<file path="src/hdl/fbd_pkg.sv">
// package: pin groups, timing constants and request kinds for the flash bus host
// Operation
// - read: select and gate low, reset high, address driven, strobe high
// - write: strobe and select low while output gate stays high
// - host waits recovery time after reset rises before reading
// - program or erase cut off by a reset is reissued by the requester, not the host
package fbd_pkg;
  localparam int ADDR_W = 20;
  localparam int DATA_W = 8;
  localparam int SECT_LSB = 16;
  localparam int CLK_NS = 10;
  // pin inputs pass this many flops before the sequencer reads them
  localparam int SYNC_CYC = 2;
  // select access time of the slowest grade
  localparam int SEL_ACC_NS = 120;
  localparam int SEL_ACC_CYC = (SEL_ACC_NS + CLK_NS - 1) / CLK_NS;
  localparam int INIT_PULSE_NS = 500;
  localparam int INIT_PULSE_CYC = (INIT_PULSE_NS + CLK_NS - 1) / CLK_NS;
  localparam int INIT_REC_NS = 50;
  localparam int INIT_REC_CYC = (INIT_REC_NS + CLK_NS - 1) / CLK_NS;
  localparam int WR_PULSE_NS = 50;
  localparam int WR_PULSE_CYC = (WR_PULSE_NS + CLK_NS - 1) / CLK_NS;
  localparam int CNT_W = 8;

  typedef struct packed {
    logic              sel_n;
    logic              gate_n;
    logic              strobe_n;
    logic              init_n;
    logic [ADDR_W-1:0] byte_addr_in;
  } fbd_pins_type;

  typedef enum logic [1:0] {
    FBD_REQ_READ,
    FBD_REQ_WRITE,
    FBD_REQ_RESET
  } fbd_req_type;

  typedef struct packed {
    fbd_req_type       kind;
    logic [ADDR_W-1:0] addr;
    logic [DATA_W-1:0] wdata;
  } fbd_cmd_type;
endpackage : fbd_pkg

</file>
<file path="src/hdl/fbd_sync.sv">
// two-stage synchroniser for pin inputs
`timescale 1ns/1ns
module fbd_sync #(
  parameter int W = 1
) (
  // clock and reset
  input  wire logic         i_sys_clk,
  input  wire logic         i_reset_n,
  // async in, synced out
  input  wire logic [W-1:0] i_async,
  output logic      [W-1:0] o_sync
);
  logic [W-1:0] meta_ff;
  logic [W-1:0] sync_ff;

  // first stage feeds only the second
  always_ff @(posedge i_sys_clk or negedge i_reset_n) begin
    if (!i_reset_n) begin
      meta_ff <= '0;
      sync_ff <= '0;
    end else begin
      meta_ff <= i_async;
      sync_ff <= meta_ff;
    end
  end

  assign o_sync = sync_ff;
endmodule : fbd_sync

</file>
<file path="src/hdl/fbd_host.sv">
// host controller driving the flash pins: read, write, reset, standby
`timescale 1ns/1ns
module fbd_host (
  // clock and reset
  input  wire logic                       i_sys_clk,
  input  wire logic                       i_reset_n,
  // request side
  input  wire logic                       i_req_valid,
  input  wire fbd_pkg::fbd_cmd_type       i_req_cmd,
  output logic                            o_req_ready,
  output logic                            o_rsp_valid,
  output logic [fbd_pkg::DATA_W-1:0]      o_rsp_data,
  output logic                            o_dev_busy,
  // flash pins
  output fbd_pkg::fbd_pins_type           o_pins,
  input  wire logic [fbd_pkg::DATA_W-1:0] i_data_io,
  output logic [fbd_pkg::DATA_W-1:0]      o_data_io,
  output logic                            o_data_io_oe,
  input  wire logic                       i_op_done_flag
);
  typedef enum logic [2:0] {
    FBD_IDLE, FBD_RD, FBD_WR, FBD_WR_END, FBD_RST, FBD_REC
  } fbd_state_type;

  fbd_state_type                     state_ff, nxt_state;
  logic [fbd_pkg::CNT_W-1:0]         cnt_ff, nxt_cnt;
  fbd_pkg::fbd_pins_type             pins_ff, nxt_pins;
  logic [fbd_pkg::DATA_W-1:0]        dout_ff, nxt_dout;
  logic                              oe_ff, nxt_oe;
  logic                              rvalid_ff, nxt_rvalid;
  logic [fbd_pkg::DATA_W-1:0]        rdata_ff, nxt_rdata;
  logic [fbd_pkg::DATA_W-1:0]        din_sync;
  logic                              busy_sync;
  logic                              busy_ff;

  // pin inputs are asynchronous to the host clock; the done flag enters
  // inverted so a synchroniser still in reset reads idle, not busy
  fbd_sync #(.W(fbd_pkg::DATA_W + 1)) u_sync (
    .i_sys_clk (i_sys_clk),
    .i_reset_n (i_reset_n),
    .i_async   ({~i_op_done_flag, i_data_io}),
    .o_sync    ({busy_sync, din_sync})
  );

  function automatic logic [fbd_pkg::CNT_W-1:0] cyc(input int n);
    cyc = fbd_pkg::CNT_W'(n);
  endfunction : cyc

  wire cnt_zero = (cnt_ff == '0);
  wire idle_take = (state_ff == FBD_IDLE) && i_req_valid;
  // sample waits two extra cycles for the synchroniser
  wire [fbd_pkg::CNT_W-1:0] rd_wait =
    cyc(fbd_pkg::SEL_ACC_CYC + fbd_pkg::SYNC_CYC);

  // sequencer: next state and pin levels
  always_comb begin
    nxt_state  = state_ff;
    nxt_cnt    = cnt_zero ? cnt_ff : cnt_ff - 1'b1;
    nxt_pins   = pins_ff;
    nxt_dout   = dout_ff;
    nxt_oe     = oe_ff;
    nxt_rvalid = 1'b0;
    nxt_rdata  = rdata_ff;
    case (state_ff)
      FBD_IDLE: begin
        // idle: select high, reset high gives standby
        // standby when idle
        nxt_pins.sel_n    = 1'b1;
        nxt_pins.gate_n   = 1'b1;
        nxt_pins.strobe_n = 1'b1;
        nxt_oe            = 1'b0;
        if (i_req_valid) begin
          nxt_pins.byte_addr_in = i_req_cmd.addr;
          case (i_req_cmd.kind)
            fbd_pkg::FBD_REQ_READ: begin
              nxt_pins.sel_n  = 1'b0;
              nxt_pins.gate_n = 1'b0;
              nxt_cnt         = rd_wait;
              nxt_state       = FBD_RD;
            end
            fbd_pkg::FBD_REQ_WRITE: begin
              // write: strobe and select low, gate high
              nxt_pins.sel_n    = 1'b0;
              nxt_pins.strobe_n = 1'b0;
              nxt_dout          = i_req_cmd.wdata;
              nxt_oe            = 1'b1;
              nxt_cnt           = cyc(fbd_pkg::WR_PULSE_CYC);
              nxt_state         = FBD_WR;
            end
            default: begin
              nxt_pins.init_n = 1'b0;
              nxt_cnt         = cyc(fbd_pkg::INIT_PULSE_CYC);
              nxt_state       = FBD_RST;
            end
          endcase
        end
      end
      FBD_RD: begin
        // wait select access time before sampling
        if (cnt_zero) begin
          nxt_rdata  = din_sync;
          nxt_rvalid = 1'b1;
          nxt_pins.sel_n  = 1'b1;
          nxt_pins.gate_n = 1'b1;
          nxt_state  = FBD_IDLE;
        end
      end
      FBD_WR: begin
        if (cnt_zero) begin
          // rising strobe latches; data held one more cycle
          nxt_pins.strobe_n = 1'b1;
          nxt_state         = FBD_WR_END;
        end
      end
      FBD_WR_END: begin
        nxt_pins.sel_n = 1'b1;
        nxt_oe         = 1'b0;
        nxt_state      = FBD_IDLE;
      end
      FBD_RST: begin
        if (cnt_zero) begin
          nxt_pins.init_n = 1'b1;
          nxt_cnt         = cyc(fbd_pkg::INIT_REC_CYC);
          nxt_state       = FBD_REC;
        end
      end
      FBD_REC: begin
        // ready returns here so cut-off work can be reissued
        if (cnt_zero) begin
          nxt_state = FBD_IDLE;
        end
      end
      default: begin
        nxt_state = FBD_IDLE;
      end
    endcase
  end

  // state registers; reset leaves the pins idle and reset high
  always_ff @(posedge i_sys_clk or negedge i_reset_n) begin
    if (!i_reset_n) begin
      state_ff  <= FBD_IDLE;
      cnt_ff    <= '0;
      pins_ff   <= '{sel_n: 1'b1, gate_n: 1'b1, strobe_n: 1'b1,
                     init_n: 1'b1, byte_addr_in: '0};
      dout_ff   <= '0;
      oe_ff     <= 1'b0;
      rvalid_ff <= 1'b0;
      rdata_ff  <= '0;
      busy_ff   <= 1'b0;
    end else begin
      state_ff  <= nxt_state;
      cnt_ff    <= nxt_cnt;
      pins_ff   <= nxt_pins;
      dout_ff   <= nxt_dout;
      oe_ff     <= nxt_oe;
      rvalid_ff <= nxt_rvalid;
      rdata_ff  <= nxt_rdata;
      // busy while done flag reads low
      busy_ff   <= busy_sync;
    end
  end

  // ready is combinational-free: registered idle marker
  logic ready_ff;
  always_ff @(posedge i_sys_clk or negedge i_reset_n) begin
    if (!i_reset_n) begin
      ready_ff <= 1'b0;
    end else begin
      ready_ff <= (nxt_state == FBD_IDLE) && !idle_take;
    end
  end

  assign o_req_ready  = ready_ff;
  assign o_rsp_valid  = rvalid_ff;
  assign o_rsp_data   = rdata_ff;
  assign o_dev_busy   = busy_ff;
  assign o_pins       = pins_ff;
  assign o_data_io    = dout_ff;
  assign o_data_io_oe = oe_ff;

  // cycles the reset pin has stayed low; the full width is too long
  // for a repetition, so it is counted here and checked at the rise
  logic [fbd_pkg::CNT_W-1:0] low_cnt_ff;
  always_ff @(posedge i_sys_clk or negedge i_reset_n) begin
    if (!i_reset_n) begin
      low_cnt_ff <= '0;
    end else begin
      low_cnt_ff <= pins_ff.init_n ? '0 : low_cnt_ff + 1'b1;
    end
  end
endmodule : fbd_host

</file>
<file path="config.mk">
export PLATFORM = sky130hd
export DESIGN_NAME = fbd_host
export DESIGN_NICKNAME = d
export VERILOG_FILES = /design/src/hdl/fbd_pkg.sv /design/src/hdl/fbd_sync.sv /design/src/hdl/fbd_host.sv
export SDC_FILE = /design/constraint.sdc
export NUM_CORES = 1
export LEC_CHECK = 0
export BUFFER_PORTS_ARGS = -buffer_cell sky130_fd_sc_hd__buf_2
export CAP_MARGIN = 30
export CORE_AREA = 2 2 119 86
export DETAILED_ROUTE_END_ITERATION = 7
export DIE_AREA = 0 0 121 88
export MAX_ROUTING_LAYER = met4
export SLEW_MARGIN = 25
export SYNTH_ARGS = -nofsm -noshare
export SYNTH_HDL_FRONTEND = slang
export SYNTH_HIERARCHICAL = 1
export SYNTH_SLANG_ARGS = --single-unit
</file>
<file path="constraint.sdc">
create_clock -name i_sys_clk -period 5.42 [get_ports i_sys_clk]
set_input_delay 0.271 -clock i_sys_clk [delete_from_list [all_inputs] [get_ports i_sys_clk]]
set_output_delay 0.271 -clock i_sys_clk [all_outputs]
set_load 0.05 [all_outputs]
</file>
# ---- After elaboration in Yosys (flattened, before gate mapping)
# Cells that the tools add are included.
dict set report classes {
  n_mux 27
  reduce_logical 21
  add_sub_neg 1
  bitwise_logic 1
  eq_ne 11
}
# op count
set ops {}
lappend ops {{2-to-1 mux 24 bit} 1}
lappend ops {{2-to-1 mux 8 bit} 3}
lappend ops {{one-hot mux 8 bit (2 select lines)} 1}
lappend ops {{2-to-1 mux 3 bit} 4}
lappend ops {{one-hot mux 3 bit (4 select lines)} 1}
lappend ops {{one-hot mux 6 bit (2 select lines)} 1}
lappend ops {{!= test 2 bit, second input constant} 5}
lappend ops {{AND reduction 2 bit} 5}
lappend ops {{2-to-1 mux 1 bit} 9}
lappend ops {{logical NOT 8 bit} 1}
lappend ops {{one-hot mux 1 bit (2 select lines)} 4}
lappend ops {{nonzero test 2 bit} 4}
lappend ops {{subtractor 8 x 1 -> 8 bit, second input constant} 1}
lappend ops {{== test 3 x 2 -> 1 bit, second input constant} 2}
lappend ops {{== test 3 bit, second input constant} 2}
lappend ops {{logical NOT 3 bit} 2}
lappend ops {{one-hot mux 3 bit (2 select lines)} 1}
lappend ops {{AND reduction 4 bit} 1}
lappend ops {{OR reduction 2 bit} 2}
lappend ops {{== test 3 x 1 -> 1 bit, second input constant} 1}
lappend ops {{one-hot mux 1 bit (3 select lines)} 1}
lappend ops {{AND reduction 3 bit} 1}
lappend ops {{nonzero test 3 bit} 1}
lappend ops {{== test 2 x 1 -> 1 bit, second input constant} 1}
lappend ops {{other kinds (5)} 6}
dict set report totals {
  output_inout_bits 44
  wordCells 76
  regBits 73
}

# ---- Depth between registers and ports, before layout
dict set report logic_depth {
  word_depth 6
  depth_mapped 8
  mapped_depth_nobuf 8
}

# ---- Hierarchy
# Netlist, hierarchy kept.
# module cells_per_inst n_inst seq_area_each_um2 area_per_inst_um2
set modules_own_cells {}
lappend modules_own_cells {fbd_host 218 1 1381.3 2354.8}
lappend modules_own_cells {fbd_sync 18 1 450.4 450.4}

# ---- Worst setup path before layout
# Ideal clock, no wire load.
dict set report synth_path {
  kind {reg-to-reg}
  startpoint {register cnt_ff[0] (netlist name)}
  endpoint {register cnt_ff[0] (netlist name)}
  path_buffers 0
  setup_slack_ns 3.460
  arrival_ns 1.836
  setup_time_ns 0.124
  path_stages_with_launch 8
  period_less_slack_ns 1.960
  cell_sequence {dfrtp_1 -> inv_1 -> ha_1 -> or3b_2 -> nor2_1 -> inv_1 -> ha_1 -> a211o_1}
}
dict set report synth_between {
  elab_chain_cells 4
  elab_cells_between_ends 6
  classes_between {add/sub: 1; mux: 4; reduce/logical: 1}
}
# item line
set synth_lines {}
lappend synth_lines {{start, declared} fbd_host.sv:26} ;# logic [fbd_pkg::CNT_W-1:0] cnt_ff, nxt_cnt;
lappend synth_lines {{start signal, assigned} fbd_host.sv:153} ;# cnt_ff <= nxt_cnt;
lappend synth_lines {{subtractor 8 x 1 -> 8 bit or logical NOT 8 bit (tied branches)} {fbd_host.sv:58, fbd_host.sv:49}}
lappend synth_lines {{2-to-1 mux 8 bit} fbd_host.sv:58} ;# nxt_cnt = cnt_zero ? cnt_ff : cnt_ff - 1'b1;
lappend synth_lines {{2-to-1 mux 8 bit, on equally long branches} {fbd_host.sv:121, fbd_host.sv:72}}
lappend synth_lines {{one-hot mux 8 bit (2 select lines) *} fbd_host.sv:64} ;# case (state_ff)
lappend synth_lines {{named net nxt_cnt, one bit} fbd_host.sv:26}
# Mark *: on every way through the listed nets, which the timed path passes. The rest lies on a longest branch.
# A chain may end at the register's enable or synchronous reset.

# ---- Worst setup path after layout
dict set report layout_path {
  startpoint {register cnt_ff[0] (netlist name)}
  endpoint {register rdata_ff (netlist bit o_rsp_data[3])}
}
dict set report layout_between {
  elab_chain_cells 2
}
# item line
set layout_lines {}
lappend layout_lines {{logical NOT 8 bit} fbd_host.sv:49} ;# wire cnt_zero = (cnt_ff == '0);
lappend layout_lines {{AND reduction 2 bit (no line)} -}
lappend layout_lines {{end signal, assigned} fbd_host.sv:158} ;# rdata_ff <= nxt_rdata;
lappend layout_lines {{end, declared} fbd_host.sv:31} ;# logic [fbd_pkg::DATA_W-1:0] rdata_ff, nxt_rdata;
# No other way between the ends.

==> flow_metrics.env <==
export IMPL_cts_buffers=9
export IMPL_synth_area_leaders="dfrtp_1 (62%), nand2_1 (8.3%), mux2_2 (6.4%)"
export IMPL_drcViolationCount=0
export IMPL_synth_most_common_cell="dfrtp_1"
export IMPL_viasPerCell=4.42
export IMPL_startpoint_type="register"
export IMPL_hold_violations=0
export IMPL_ios=86
export IMPL_worst_hold_path_type="in -> reg"
export IMPL_slowest_delay_ps=620
export IMPL_cts_buffer_depth=2
export IMPL_h_tree_depth=3
export IMPL_ir_worst_vdd_uv=321
export IMPL_firstDrtPassIters=4
export IMPL_dp_hpwl_um=4040
export IMPL_wl_per_cell_um=12.8
export IMPL_fmax_ghz=0.448
export IMPL_setup_viol=0
export IMPL_diodes=0
export IMPL_design_area_mm2=0.00375
export IMPL_yosys_area_share_simple_pct=15.5
export IMPL_nets=370
export IMPL_synth_compound_area_share_pct=7.14
export IMPL_critPathCaptureType="register"
export IMPL_port_buffers=85
export IMPL_yosysSeqAreaShare_pct=65.3
export IMPL_synth_top_family_by_area="simple AND/OR/NAND/NOR gates"
export IMPL_initial_utilization_pct=29.5
export IMPL_p_switching_uw=1090
export IMPL_grt_max_degree=74
export IMPL_cts_resized=0
export IMPL_vias=2024
export IMPL_grt_pass1_wl_um=9590
export IMPL_grt_overflow_total=0
export IMPL_synthDistinctLibCells=44
export IMPL_synth_nets=281
export IMPL_synth_top_area_cell="dfrtp_1"
export IMPL_core_mm2=0.00950
export IMPL_grt_total_usage_pct=11.9
export IMPL_grt_antenna_before_repair=0
export IMPL_required_ps=5630
export IMPL_rows=30
export IMPL_dpl_cell_area_mm2=0.00336
export IMPL_synth_seq_cells=73
export IMPL_area_growth_pct=33.7
export IMPL_cts_root_buf="clkbuf_16"
export IMPL_outcome="completed"
export IMPL_crit_chain="inv_1 > ha_1 > nor3b_1 > and4_1 > mux2_2"
export IMPL_synthMuxAreaShare_pct=6.42
export IMPL_cp_top_family="simple AND/OR/NAND/NOR gates"
export IMPL_syn_inst=236
export IMPL_yosys_warnings=6
export IMPL_crit_path_max_fanout=11
export IMPL_drv_cap=0
export IMPL_period_minus_slack_ps=2230
export IMPL_crit_type="reg -> reg"
export IMPL_final_setup_tns_ps=0
export IMPL_die_h_um=88
export IMPL_slowest_stage="and4_1"
export IMPL_fin_worst_skew_ps=6.01
export IMPL_synth_edf_count=0
export IMPL_routabilityCongestion=0.798
export IMPL_dieArea_mm2=0.0106
export IMPL_clk_pin_slew_ps=60
export IMPL_period_share_pct=41.2
export IMPL_drive_above_1_share_pct=38.8
export IMPL_cts_sinks=73
export IMPL_p_comb_share_pct=39.7
export IMPL_ant_nets=0
export IMPL_netlist_area_mm2=0.00281
export IMPL_drv_slew=0
export IMPL_drt_iter0_drc=81
export IMPL_wl_um=5850
export IMPL_worstPathArrival_ps=2440
export IMPL_relSlewSlack_pct=43.3
export IMPL_clock_latency_ps=330
export IMPL_synthAdderAreaFrac_pct=1.34
export IMPL_seqPwrFrac_pct=33.8
export IMPL_synth_xor_area_share_pct=1.56
export IMPL_pwr_share_clk_pct=26.5
export IMPL_cts_tree="done"
export IMPL_syn_area_per_cell_um2=11.9
export IMPL_crit_buf_inv=1
export IMPL_post_cts_setup_buffers=0
export IMPL_switching_share_pct=42.6
export IMPL_p_leak_uw=0.00189
export IMPL_ys_top_cells_by_count="dfrtp_1 (69), nand2_1 (62), mux2_2 (16)"
export IMPL_synth_top_cell_area_share_pct=61.6
export IMPL_async_reset_ff_share_pct=100
export IMPL_synth_ff_type="dfrtp_1"
export IMPL_rsz0062_at_grt="false"
export IMPL_worstMarginPinSlew_ps=850
export IMPL_p_int_uw=1470
export IMPL_grt_pass1_vias=2011
export IMPL_die_width_um=121
export IMPL_finalPower_uw=2570
export IMPL_postCtsHoldBufs=0
export IMPL_power_density_mw_per_mm2=684
-- through the flow --
stage	instances	hold WS, ps	utilization, %	setup slack (ps)
floorplan	236	-24.6	-	3460
global placement	440	332	35.4	3200
detailed placement	440	335	35.4	3190
CTS	456	30.6	39.1	3180
global route	458	36.3	39.5	3030
finish	458	46.6	39.5	3190
-- cell usage in the layout (no fill, tap or decap), types with 4 or more instances in the layout --
cell | Yosys | final
buf_2 | 1 | 84
clkbuf_16 | 0 | 9
dfrtp_1 | 69 | 69
dfstp_2 | 4 | 4
inv_1 | 8 | 8
mux2_2 | 16 | 16
nand2_1 | 62 | 62
nor2_1 | 6 | 6
o21ai_0 | 9 | 9
or3_1 | 4 | 4
-- state kept, by name, indices dropped and copies added (netlist names), 3 cells and up --
| register | cells |
|---|---|
| u_sync/meta_ff | 9 |
| state_ff | 3 |
| u_sync/o_sync | 9 |
| cnt_ff | 8 |
| o_pins | 24 |
| o_rsp_data | 8 |
| o_data_io | 8 |
-- final timing paths --
| path | slack (ps) | cells past startpoint | from | endpoint |
|---|---|---|---|---|
| setup / recovery | 3190 | 5 | cnt_ff[0] | o_rsp_data[3] |
| hold / removal | 50 | 1 | i_data_io[0] | u_sync/meta_ff[0] |
| setup reg to reg | 3190 | 5 | cnt_ff[0] | o_rsp_data[3] |
| hold reg to reg | 350 | 0 | u_sync/meta_ff[3] | u_sync/o_sync[3] |
| max in group asynchronous | 4450 | 3 | i_reset_n | o_pins[23] |
| min in group asynchronous | 360 | 2 | i_reset_n | u_sync/o_sync[7] |
-- logic make-up after synthesis --
group                    after synthesis
flip-flops                            73
buffers and inverters                 18
adder cells (fa/ha/maj)                3
XOR/XNOR                               5
AND/OR/NAND/NOR                       93
multiplexers                          16
AO/OA/AOI/OAI                         28
-- metal layers --
| layer | wire (µm) | vias up | share of wire (%) | track usage [%] |
|---|---|---|---|---|
| li1 | - | 985 | - | - |
| met1 | 2670 | 977 | 46 | 14.5 |
| met2 | 2810 | 58 | 48 | 18.3 |
| met3 | 313 | 4 | 5.4 | 4.10 |
| met4 | 60 | 0 | 1.0 | 4.33 |
| met5 | 0 | - | 0 | - |
-- power by group through the flow --
stage / Combinational [µW] / Sequential, µW / Clock [µW]
floorplan: 319 / 1320 / 0
global placement: 1010 / 873 / 0
detailed placement: 1020 / 876 / 0
CTS: 1020 / 868 / 703
global route: 1080 / 896 / 729
finish: 1020 / 868 / 679
-- cell type report --
cell class / count / area (µm²)
Sequential cell: 73 / 1830
Multi-Input combinational cell: 145 / 906
Timing Repair Buffer: 88 / 473
Tap cell: 128 / 160
Clock buffer: 9 / 225
Inverter: 8 / 30.0
Fill cell: 909 / 5750
Clock inverter: 7 / 125
Power figures use the tool's default switching activity.
